--- config.mk ---
export PLATFORM = sky130hd
export DESIGN_NAME = power_switch_host_flat
export DESIGN_NICKNAME = d
export VERILOG_FILES = /design/src/power_switch_pkg.sv /design/src/power_link_if.sv /design/src/power_switch_host.sv /design/src/flat_wrapper.sv
export SDC_FILE = /design/constraint.sdc
export NUM_CORES = 1
export LEC_CHECK = 0
export ABC_CLOCK_PERIOD_IN_PS = 4600
export BUFFER_PORTS_ARGS = -buffer_cell sky130_fd_sc_hd__buf_2
export CORE_AREA = 3 3 79 81
export CTS_BUF_LIST = sky130_fd_sc_hd__clkbuf_8 sky130_fd_sc_hd__clkbuf_16
export CTS_CLUSTER_SIZE = 16
export DETAILED_ROUTE_END_ITERATION = 16
export DIE_AREA = 0 0 82 84
export PLACE_DENSITY_LB_ADDON = 0.1
export SLEW_MARGIN = 15
export SYNTH_ARGS = -nofsm -noshare
export SYNTH_HDL_FRONTEND = slang
export SYNTH_SLANG_ARGS = --single-unit
--- constraint.sdc ---
create_clock -name aclk -period 4.6 [get_ports aclk]
set_input_delay 0.23 -clock aclk [delete_from_list [all_inputs] [get_ports aclk]]
set_output_delay 0.23 -clock aclk [all_outputs]
set_load 0.02 [all_outputs]
--- src/power_switch_pkg.sv ---
// Shared constants and types for the slot power switch link
`default_nettype none
package power_switch_pkg;
    localparam int WORD_BITS = 11;
    // Control word bit positions
    localparam int BIT_A_PROG0 = 0;
    localparam int BIT_A_PROG1 = 1;
    localparam int BIT_A_MAIN_LO = 2;
    localparam int BIT_A_MAIN_HI = 3;
    localparam int BIT_B_PROG0 = 4;
    localparam int BIT_B_PROG1 = 5;
    localparam int BIT_B_MAIN_HI = 6;
    localparam int BIT_B_MAIN_LO = 7;
    localparam int BIT_SHUTDOWN_N = 8;
    localparam int BIT_A_PROG_SEL = 9;
    localparam int BIT_B_PROG_SEL = 10;
    localparam logic [10:0] WORD_RESET = 11'h000;
    // Switch source encoding on each output
    localparam logic [2:0] SRC_HIZ = 3'h0;
    localparam logic [2:0] SRC_GND = 3'h1;
    localparam logic [2:0] SRC_3V3 = 3'h2;
    localparam int unsigned SRC_5V_I = 3;
    localparam logic [2:0] SRC_5V = 3'h3;
    localparam logic [2:0] SRC_12V = 3'h4;
    // Link clock divider: half period in aclk cycles (160 ns period)
    localparam int LINK_PERIOD_NS = 160;
    localparam int CLK_PERIOD_NS = 10;
    localparam int HALF_CYCLES = LINK_PERIOD_NS / (2 * CLK_PERIOD_NS);
    localparam logic [3:0] HALF_COUNT = 4'(HALF_CYCLES);
    // Host register map (AXI4-Lite byte offsets)
    localparam logic [3:0] REG_CMD = 4'h0;
    localparam logic [3:0] REG_STATUS = 4'h4;
    localparam int STAT_BUSY = 0;
    localparam int STAT_FAULT = 1;
    localparam logic [1:0] RESP_OKAY = 2'h0;
    localparam logic [1:0] RESP_SLVERR = 2'h2;
endpackage
`default_nettype wire

--- src/power_link_if.sv ---
// Three-wire serial link between host controller and power switch
`default_nettype none
interface power_link_if;
    logic ser_data;
    logic ser_clock;
    logic ser_latch;
    logic fault_flag_n;
    modport host (output ser_data, output ser_clock, output ser_latch, input fault_flag_n);
    modport device (input ser_data, input ser_clock, input ser_latch, output fault_flag_n);
endinterface
`default_nettype wire

--- src/power_switch_host.sv ---
// Host serial controller with AXI4-Lite command registers
//
// The implementer's own choices: the address map and the AXI4-Lite interface to the registers.
`default_nettype none
module power_switch_host
    import power_switch_pkg::*;
(
    input wire logic aclk,
    input wire logic aresetn,
    power_link_if.host link,
    input wire logic [3:0] s_axi_awaddr,
    input wire logic s_axi_awvalid,
    output logic s_axi_awready,
    input wire logic [31:0] s_axi_wdata,
    input wire logic [3:0] s_axi_wstrb,
    input wire logic s_axi_wvalid,
    output logic s_axi_wready,
    output logic [1:0] s_axi_bresp,
    output logic s_axi_bvalid,
    input wire logic s_axi_bready,
    input wire logic [3:0] s_axi_araddr,
    input wire logic s_axi_arvalid,
    output logic s_axi_arready,
    output logic [31:0] s_axi_rdata,
    output logic [1:0] s_axi_rresp,
    output logic s_axi_rvalid,
    input wire logic s_axi_rready
);
    typedef enum {IDLE, LOW, HIGH, LATCH} state_t;
    state_t state, next_state;
    logic [10:0] sreg, next_sreg;
    logic [3:0] bitcnt, next_bitcnt, div, next_div;
    logic aw_got, w_got, next_aw_got, next_w_got;
    logic [3:0] awaddr, next_awaddr;
    logic [10:0] wdata, next_wdata;
    logic bvalid, next_bvalid, rvalid, next_rvalid;
    logic [1:0] bresp, next_bresp, rresp, next_rresp;
    logic [31:0] rdata, next_rdata;
    logic [2:0] flt_s, next_flt_s;
    logic dout, next_dout, sclk, next_sclk, slat, next_slat;
    logic wr_go;

    assign s_axi_awready = !aw_got && !bvalid;
    assign s_axi_wready = !w_got && !bvalid;
    assign s_axi_arready = !rvalid;
    assign s_axi_bvalid = bvalid;
    assign s_axi_bresp = bresp;
    assign s_axi_rvalid = rvalid;
    assign s_axi_rresp = rresp;
    assign s_axi_rdata = rdata;
    assign link.ser_data = dout;
    assign link.ser_clock = sclk;
    assign link.ser_latch = slat;

    always_comb
    begin
        next_flt_s = {flt_s[1:0], link.fault_flag_n};
        next_aw_got = aw_got;
        next_w_got = w_got;
        next_awaddr = awaddr;
        next_wdata = wdata;
        next_bvalid = bvalid;
        next_bresp = bresp;
        next_rvalid = rvalid;
        next_rresp = rresp;
        next_rdata = rdata;
        next_state = state;
        next_sreg = sreg;
        next_bitcnt = bitcnt;
        next_div = div;
        next_dout = dout;
        next_sclk = sclk;
        next_slat = slat;
        wr_go = 1'b0;
        if (s_axi_awvalid && s_axi_awready)
        begin
            next_aw_got = 1'b1;
            next_awaddr = s_axi_awaddr;
        end
        if (s_axi_wvalid && s_axi_wready)
        begin
            next_w_got = 1'b1;
            next_wdata = s_axi_wdata[10:0];
        end
        // Write completes once both halves are in and the link is idle
        if (aw_got && w_got && state == IDLE)
        begin
            next_aw_got = 1'b0;
            next_w_got = 1'b0;
            next_bvalid = 1'b1;
            if (awaddr == REG_CMD)
            begin
                next_bresp = RESP_OKAY;
                wr_go = 1'b1;
            end
            else
            begin
                next_bresp = (awaddr == REG_STATUS) ? RESP_OKAY : RESP_SLVERR;
            end
        end
        if (bvalid && s_axi_bready)
        begin
            next_bvalid = 1'b0;
        end
        if (s_axi_arvalid && s_axi_arready)
        begin
            next_rvalid = 1'b1;
            next_rdata = 32'h0000_0000;
            next_rresp = RESP_OKAY;
            if (s_axi_araddr == REG_STATUS)
            begin
                next_rdata[STAT_BUSY] = (state != IDLE);
                next_rdata[STAT_FAULT] = (flt_s[2] == flt_s[1]) ? !flt_s[2] : 1'b0;
            end
            else if (s_axi_araddr != REG_CMD)
            begin
                next_rresp = RESP_SLVERR;
            end
        end
        else if (rvalid && s_axi_rready)
        begin
            next_rvalid = 1'b0;
        end
        case (state)
            IDLE:
            begin
                if (wr_go)
                begin
                    next_sreg = wdata;
                    next_bitcnt = 4'h0;
                    next_div = 4'h0;
                    next_state = LOW;
                end
            end
            LOW:
            begin
                next_dout = sreg[10]; // [RULE_01] [RULE_20]
                next_div = div + 4'h1;
                if (div == HALF_COUNT - 4'h1)
                begin
                    next_div = 4'h0;
                    next_sclk = 1'b1;
                    next_state = HIGH;
                end
            end
            HIGH:
            begin
                next_div = div + 4'h1;
                if (div == HALF_COUNT - 4'h1)
                begin
                    next_div = 4'h0;
                    next_sclk = 1'b0;
                    next_sreg = {sreg[9:0], 1'b0};
                    next_bitcnt = bitcnt + 4'h1;
                    next_state = (bitcnt == 4'(WORD_BITS - 1)) ? LATCH : LOW;
                end
            end
            LATCH:
            begin
                next_slat = 1'b1; // [RULE_03]
                next_div = div + 4'h1;
                if (div == HALF_COUNT - 4'h1)
                begin
                    next_div = 4'h0;
                    next_slat = 1'b0;
                    next_state = IDLE;
                end
            end
            default: next_state = IDLE;
        endcase
    end

    always_ff @(posedge aclk)
    begin
        if (!aresetn)
        begin
            state <= IDLE;
            sreg <= WORD_RESET;
            bitcnt <= 4'h0;
            div <= 4'h0;
            aw_got <= 1'b0;
            w_got <= 1'b0;
            awaddr <= 4'h0;
            wdata <= WORD_RESET;
            bvalid <= 1'b0;
            bresp <= RESP_OKAY;
            rvalid <= 1'b0;
            rresp <= RESP_OKAY;
            rdata <= 32'h0000_0000;
            flt_s <= 3'h7;
            dout <= 1'b0;
            sclk <= 1'b0;
            slat <= 1'b0;
        end
        else
        begin
            state <= next_state;
            sreg <= next_sreg;
            bitcnt <= next_bitcnt;
            div <= next_div;
            aw_got <= next_aw_got;
            w_got <= next_w_got;
            awaddr <= next_awaddr;
            wdata <= next_wdata;
            bvalid <= next_bvalid;
            bresp <= next_bresp;
            rvalid <= next_rvalid;
            rresp <= next_rresp;
            rdata <= next_rdata;
            flt_s <= next_flt_s;
            dout <= next_dout;
            sclk <= next_sclk;
            slat <= next_slat;
        end
    end
endmodule
`default_nettype wire

--- src/flat_wrapper.sv ---
// flat-port wrapper written by rule: the top's interface ports become plain ports
module power_switch_host_flat import power_switch_pkg::*;
  (aclk, aresetn, s_axi_awaddr, s_axi_awvalid, s_axi_awready, s_axi_wdata, s_axi_wstrb, s_axi_wvalid, s_axi_wready, s_axi_bresp, s_axi_bvalid, s_axi_bready, s_axi_araddr, s_axi_arvalid, s_axi_arready, s_axi_rdata, s_axi_rresp, s_axi_rvalid, s_axi_rready, link_ser_data, link_ser_clock, link_ser_latch, link_fault_flag_n);
  power_link_if link_i ();
  input wire logic aclk;
  input wire logic aresetn;
  input wire logic [3:0] s_axi_awaddr;
  input wire logic s_axi_awvalid;
  output logic s_axi_awready;
  input wire logic [31:0] s_axi_wdata;
  input wire logic [3:0] s_axi_wstrb;
  input wire logic s_axi_wvalid;
  output logic s_axi_wready;
  output logic [1:0] s_axi_bresp;
  output logic s_axi_bvalid;
  input wire logic s_axi_bready;
  input wire logic [3:0] s_axi_araddr;
  input wire logic s_axi_arvalid;
  output logic s_axi_arready;
  output logic [31:0] s_axi_rdata;
  output logic [1:0] s_axi_rresp;
  output logic s_axi_rvalid;
  input wire logic s_axi_rready;
  output wire logic [$bits(link_i.ser_data)-1:0] link_ser_data;
  output wire logic [$bits(link_i.ser_clock)-1:0] link_ser_clock;
  output wire logic [$bits(link_i.ser_latch)-1:0] link_ser_latch;
  input wire logic [$bits(link_i.fault_flag_n)-1:0] link_fault_flag_n;
  assign link_ser_data = link_i.ser_data;
  assign link_ser_clock = link_i.ser_clock;
  assign link_ser_latch = link_i.ser_latch;
  assign link_i.fault_flag_n = link_fault_flag_n;
  power_switch_host u_core (.aclk(aclk), .aresetn(aresetn), .link(link_i), .s_axi_awaddr(s_axi_awaddr), .s_axi_awvalid(s_axi_awvalid), .s_axi_awready(s_axi_awready), .s_axi_wdata(s_axi_wdata), .s_axi_wstrb(s_axi_wstrb), .s_axi_wvalid(s_axi_wvalid), .s_axi_wready(s_axi_wready), .s_axi_bresp(s_axi_bresp), .s_axi_bvalid(s_axi_bvalid), .s_axi_bready(s_axi_bready), .s_axi_araddr(s_axi_araddr), .s_axi_arvalid(s_axi_arvalid), .s_axi_arready(s_axi_arready), .s_axi_rdata(s_axi_rdata), .s_axi_rresp(s_axi_rresp), .s_axi_rvalid(s_axi_rvalid), .s_axi_rready(s_axi_rready));
endmodule
# --- Yosys cells after proc, flatten, opt, wreduce, memory -nomap -nowiden ---
# Index checks and enable logic that the tools add are counted.
op_classes:
  n_reduce_logical: 30
  addsub: 2
  n_eq_ne: 12
  bitwise_logic: 1
  muxes: 28
op_table:
  columns: ["op", "count"]
  rows:
  - ["$mux 32", 4]
  - ["$pmux 32 s4", 1]
  - ["$eq 32x2->1 const B", 2]
  - ["$logic_not 32->1", 2]
  - ["$eq 32x1->1 const B", 1]
  - ["$reduce_bool 32->1", 1]
  - ["$mux 11", 2]
  - ["$pmux 11 s2", 1]
  - ["$pmux 4 s2", 2]
  - ["$eq 4x3->1 const B", 3]
  - ["$mux 2", 6]
  - ["$mux 4", 3]
  - ["$logic_and 1x1->1", 9]
  - ["$add 4x1->4 const B", 2]
  - ["$mux 1", 8]
  - ["$ne 2x1->1 const B", 4]
  - ["$reduce_bool 2->1", 4]
  - ["$reduce_and 3->1", 2]
  - ["$logic_not 1->1", 5]
  - ["$eq 4x4->1 const B", 1]
  - ["$logic_not 4->1", 1]
  - ["$reduce_and 4->1", 1]
  - ["$reduce_bool 4->1", 1]
  - ["$reduce_or 2->1", 2]
  - ["other kinds (5)", 5]
totals:
  out_inout_bits: 44
  input_bits: 52
  reg_bits: 82

# --- Longest topological paths before layout ---
depth:
  ltp_word: 5
  ltp_mapped: 8
  depth_no_buf: 6

# --- Least setup slack after synthesis ---
# No wires, ideal clock.
synth_timing:
  path_type: "register to register"
  start: "reg u_core.state[0]"
  end: "reg u_core.sreg[10]"
  period_less_slack_ns: 1.644
  slack_ns: 2.956
  t_required_ns: 4.484
  t_arrival_ns: 1.527
  path_stages_with_launch: 8
  setup_ns: 0.116
  n_path_buf: 1
  cell_sequence: "dfxtp_1 > inv_1 > ha_1 > and3_1 > a21boi_2 > a21oi_4 > buf_6 > o211a_1"
synth_between:
  elab_chain_cells: 5
  word_cells_on_any_way: 10
synth_rtl:
  columns: ["item", "line_no", "text"]
  rows:
  - ["start, declared", "power_switch_host.sv:30", "state_t state, next_state;"]
  - ["start signal, assigned", "power_switch_host.sv:197", "state <= next_state;"]
  - ["$logic_not 32->1", "power_switch_host.sv:86", "if (aw_got && w_got && state == IDLE)"]
  - ["$logic_and 1x1->1", "power_switch_host.sv:86", null]
  - ["$mux 1", "power_switch_host.sv:86", null]
  - ["$ne 2x1->1 (no line)", null, null]
  - ["$reduce_and 3->1 (no line)", null, null]
  - ["end signal, assigned", "power_switch_host.sv:198", "sreg <= next_sreg;"]
  - ["end, declared", "power_switch_host.sv:31", "logic [10:0] sreg, next_sreg;"]
# Several ways; a longest one is shown, not always the timed one.
# A chain may end at the register's enable or synchronous reset.

# --- Worst setup path after layout ---
layout_timing:
  start: "reg u_core.state[0]"
  end: "reg u_core.state[0]"
layout_between:
  elab_chain_cells: 5
  word_cells_on_any_way: 13
layout_rtl:
  columns: ["item", "line_no"]
  rows:
  - ["$logic_not 32->1", "power_switch_host.sv:86"]
  - ["$logic_and 1x1->1", "power_switch_host.sv:86"]
  - ["$mux 1", "power_switch_host.sv:86"]
  - ["$ne 2x1->1 (no line)", null]
  - ["$reduce_and 4->1 (no line)", null]
# Several ways; a longest one is shown, not always the timed one.

==> impl_metrics.env <==
export IMPL_peakVddDrop_mv=0.163
export IMPL_r2r_slack_ns=2.56
export IMPL_grt_max_degree=57
export IMPL_rows=27
export IMPL_cts_max_level=2
export IMPL_slew_viol_final=0
export IMPL_worst_setup_path_type="flip-flop to flip-flop"
export IMPL_die_h_um=84
export IMPL_overflow=0
export IMPL_fin_nets=369
export IMPL_cp_max_fo=13
export IMPL_ys_seq_elements=50
export IMPL_grt_pass1_vias=1657
export IMPL_start_util_pct=45.6
export IMPL_power_density_nw_per_um2=346
export IMPL_drt_first_pass_iters=4
export IMPL_comb_power_share_pct=22.1
export IMPL_r2r_end="u_core.state[0]$_SDFFE_PN0P_"
export IMPL_core_area_sq_um=5540
export IMPL_cts_buffers=5
export IMPL_synthDistinctLibCells=43
export IMPL_drcViolationCount=0
export IMPL_dieWidth_um=82
export IMPL_cts_tree="done"
export IMPL_clkLatencyLatePin_ns=0.30
export IMPL_p_int_w=0.000644
export IMPL_synth_common_cells="dfxtp_1 (50), nand2_1 (43), buf_4 (32)"
export IMPL_dr_total_vias=1851
export IMPL_switching_share_pct=30.9
export IMPL_power_w=0.000932
export IMPL_netlist_instances=281
export IMPL_seq_power_share_pct=52.5
export IMPL_setup_violations=0
export IMPL_gp_congestion=0.797
export IMPL_p_clk_share_pct=25.3
export IMPL_synth_top_area_share_pct=39.6
export IMPL_async_flop_share_pct=0
export IMPL_hpwl_um=3130
export IMPL_wirelength_met1_um=2060
export IMPL_syn_avg_cell_area_sq_um=8.99
export IMPL_crit_path_start_kind="flip-flop"
export IMPL_crit_path_end_kind="flip-flop"
export IMPL_arrival_ns=2.27
export IMPL_hold_viol_final=0
export IMPL_synth_edf_count=0
export IMPL_io_buffers=38
export IMPL_cp_slowest_stage_delay_ns=0.42
export IMPL_totalNegativeSetupSlack_ns=0
export IMPL_reg2reg_from="u_core.state[0]$_SDFFE_PN0P_"
export IMPL_synth_cell_area_sq_um=2520
export IMPL_yosys_top_cells_area="dfxtp_1 (40%), buf_4 (9.5%), mux2i_1 (7.5%)"
export IMPL_syn2layout_area_growth_pct=6.54
export IMPL_cts_resized=0
export IMPL_crit_chain="inv_1 -> ha_1 -> and3_1 -> a21boi_1 -> o21bai_1 -> mux2i_1"
export IMPL_drt_iter0_drc=64
export IMPL_final_layout_size_suffix_gt1_share_pct=15.8
export IMPL_finalCritPeriodShare_pct=44.4
export IMPL_grtUsageTotal_pct=13.4
export IMPL_path_delay_family="compound AO/OA/AOI/OAI gates"
export IMPL_fin_crit_ns=2.04
export IMPL_post_cts_buffers=0
export IMPL_fillers=561
export IMPL_hold_class="input pin to flip-flop"
export IMPL_wl_per_cell_um=11.7
export IMPL_dieArea_sq_um=6890
export IMPL_worst_path_buf_inv=1
export IMPL_postCtsHoldBufs=0
export IMPL_power_leakage_nw=1.23
export IMPL_rsz0062_at_grt="no"
export IMPL_top_layer="met4"
export IMPL_cts_root_buf="clkbuf_8"
export IMPL_yosys_warnings=0
export IMPL_diodes=0
export IMPL_wl_met2_um=2130
export IMPL_cp_slowest_cell="dfxtp_1"
export IMPL_worstHoldPathCells=2
export IMPL_yosys_area_top_type="dfxtp_1"
export IMPL_max_cap_viol_count=0
export IMPL_via_per_inst=4.85
export IMPL_hold_end="u_core.flt_s[0]$_SDFF_PN1_"
export IMPL_status="completed"
export IMPL_grt_pass1_wl_um=7470
export IMPL_clock_fmax_ghz=0.489
export IMPL_worst_pin_slew_ns=0.907
export IMPL_clk_pin_slew_ns=0.08
export IMPL_io_pins=96
export IMPL_relSlewSlack_pct=39.5
export IMPL_wirelength_um=4460
export IMPL_power_switching_w=0.000288
export IMPL_clk_path_buf_depth=2
export IMPL_hold_start="link_fault_flag_n"
export IMPL_yosysMostFrequentCell="dfxtp_1"
export IMPL_reg2reg_depth=6
export IMPL_antenna_left=0
export IMPL_synth_yosys_seq_area_share_pct=39.6
export IMPL_antenna_found_initial=0
export IMPL_clock_sinks=50
export IMPL_finClkSkew_ns=0.00699
export IMPL_synth_main_ff_cell="dfxtp_1"
export IMPL_required_ns=4.83
export IMPL_routed_wl_met3_um=204
[state kept, by name, summed over array words and instances (netlist names), 2 cells and up]
signal,count
u_core.sreg,11
u_core.wdata,11
u_core.awaddr,4
u_core.bitcnt,4
u_core.div,4
u_core.flt_s,3
u_core.s_axi_rdata,2
u_core.state,2
[metrics by stage]
stage	area [sq um]	worst slack, ns	utilization (%)	std cells	hold slack [ns]
5_1_grt	2690	2.37	48.6	382	0.107
2_1_floorplan	2640	2.96	-	312	0.331
3_5_place_dp	2610	2.58	47.2	375	0.402
6_report	2690	2.56	48.6	382	0.110
4_1_cts	2690	2.54	48.6	382	0.0928
3_3_place_gp	2610	2.59	47.2	375	0.391
[power by group through the flow]
stage,logic (W),registers (W),clock network [W]
final,0.000206,0.000489,0.000236
after floorplan,0.000180,0.000501,0
after global routing,0.000234,0.000495,0.000266
after detailed placement,0.000208,0.000500,0
after CTS,0.000208,0.000490,0.000249
after global placement,0.000205,0.000499,0
[placed cells by master (no fill, tap or decap), drive strengths merged, types with 5 or more instances in the layout]
master / n
and2: 6
conb: 32
nand2: 43
ha: 7
inv: 6
nor2b: 8
nand2b: 7
a21boi: 15
dfxtp: 50
nand3: 15
buf: 39
clkbuf: 5
a21oi: 6
o211a: 12
nor2: 10
mux2i: 19
[how the worst max path moves through the flow]
stage	from	endpoint	slack [ns]	cells past startpoint
global route	u_core.state[0]$_SDFFE_PN0P_	u_core.state[0]$_SDFFE_PN0P_	2.37	6
CTS	u_core.state[0]$_SDFFE_PN0P_	u_core.state[0]$_SDFFE_PN0P_	2.54	6
detailed placement	u_core.state[0]$_SDFFE_PN0P_	u_core.state[0]$_SDFFE_PN0P_	2.58	6
finish	u_core.state[0]$_SDFFE_PN0P_	u_core.state[0]$_SDFFE_PN0P_	2.56	6
global placement	u_core.state[0]$_SDFFE_PN0P_	u_core.bitcnt[0]$_SDFFE_PN0P_	2.59	6
floorplan	u_core.state[0]$_SDFFE_PN0P_	u_core.sreg[10]$_SDFFE_PN0P_	2.96	7
[kinds of logic after synthesis]
family / synth area share [%]
other cells: 0.149
buf+inv: 13.1
fa+ha+maj: 3.47
mux: 7.53
compound gates: 15.1
simple gates: 21.1
flops: 39.6
[metal layers]
metal / track usage, % / up-vias
li1: - / 958
met4: 3.63 / 0
met1: 17.6 / 846
met3: 3.24 / 5
met5: 0 / -
met2: 21.7 / 42
[final cells by class]
type	instances	area, sq um	area share [%]
multi-input cells	210	1310	48.7
flip-flops and latches	50	1000	37.2
repair buffers	39	198	7.35
well taps	72	90.1	3.35
clock buffers	5	68.8	2.56
inverters	4	15.0	0.558
clock inverters	2	7.51	0.279
Note: power is estimated with default switching activity, not from simulation.
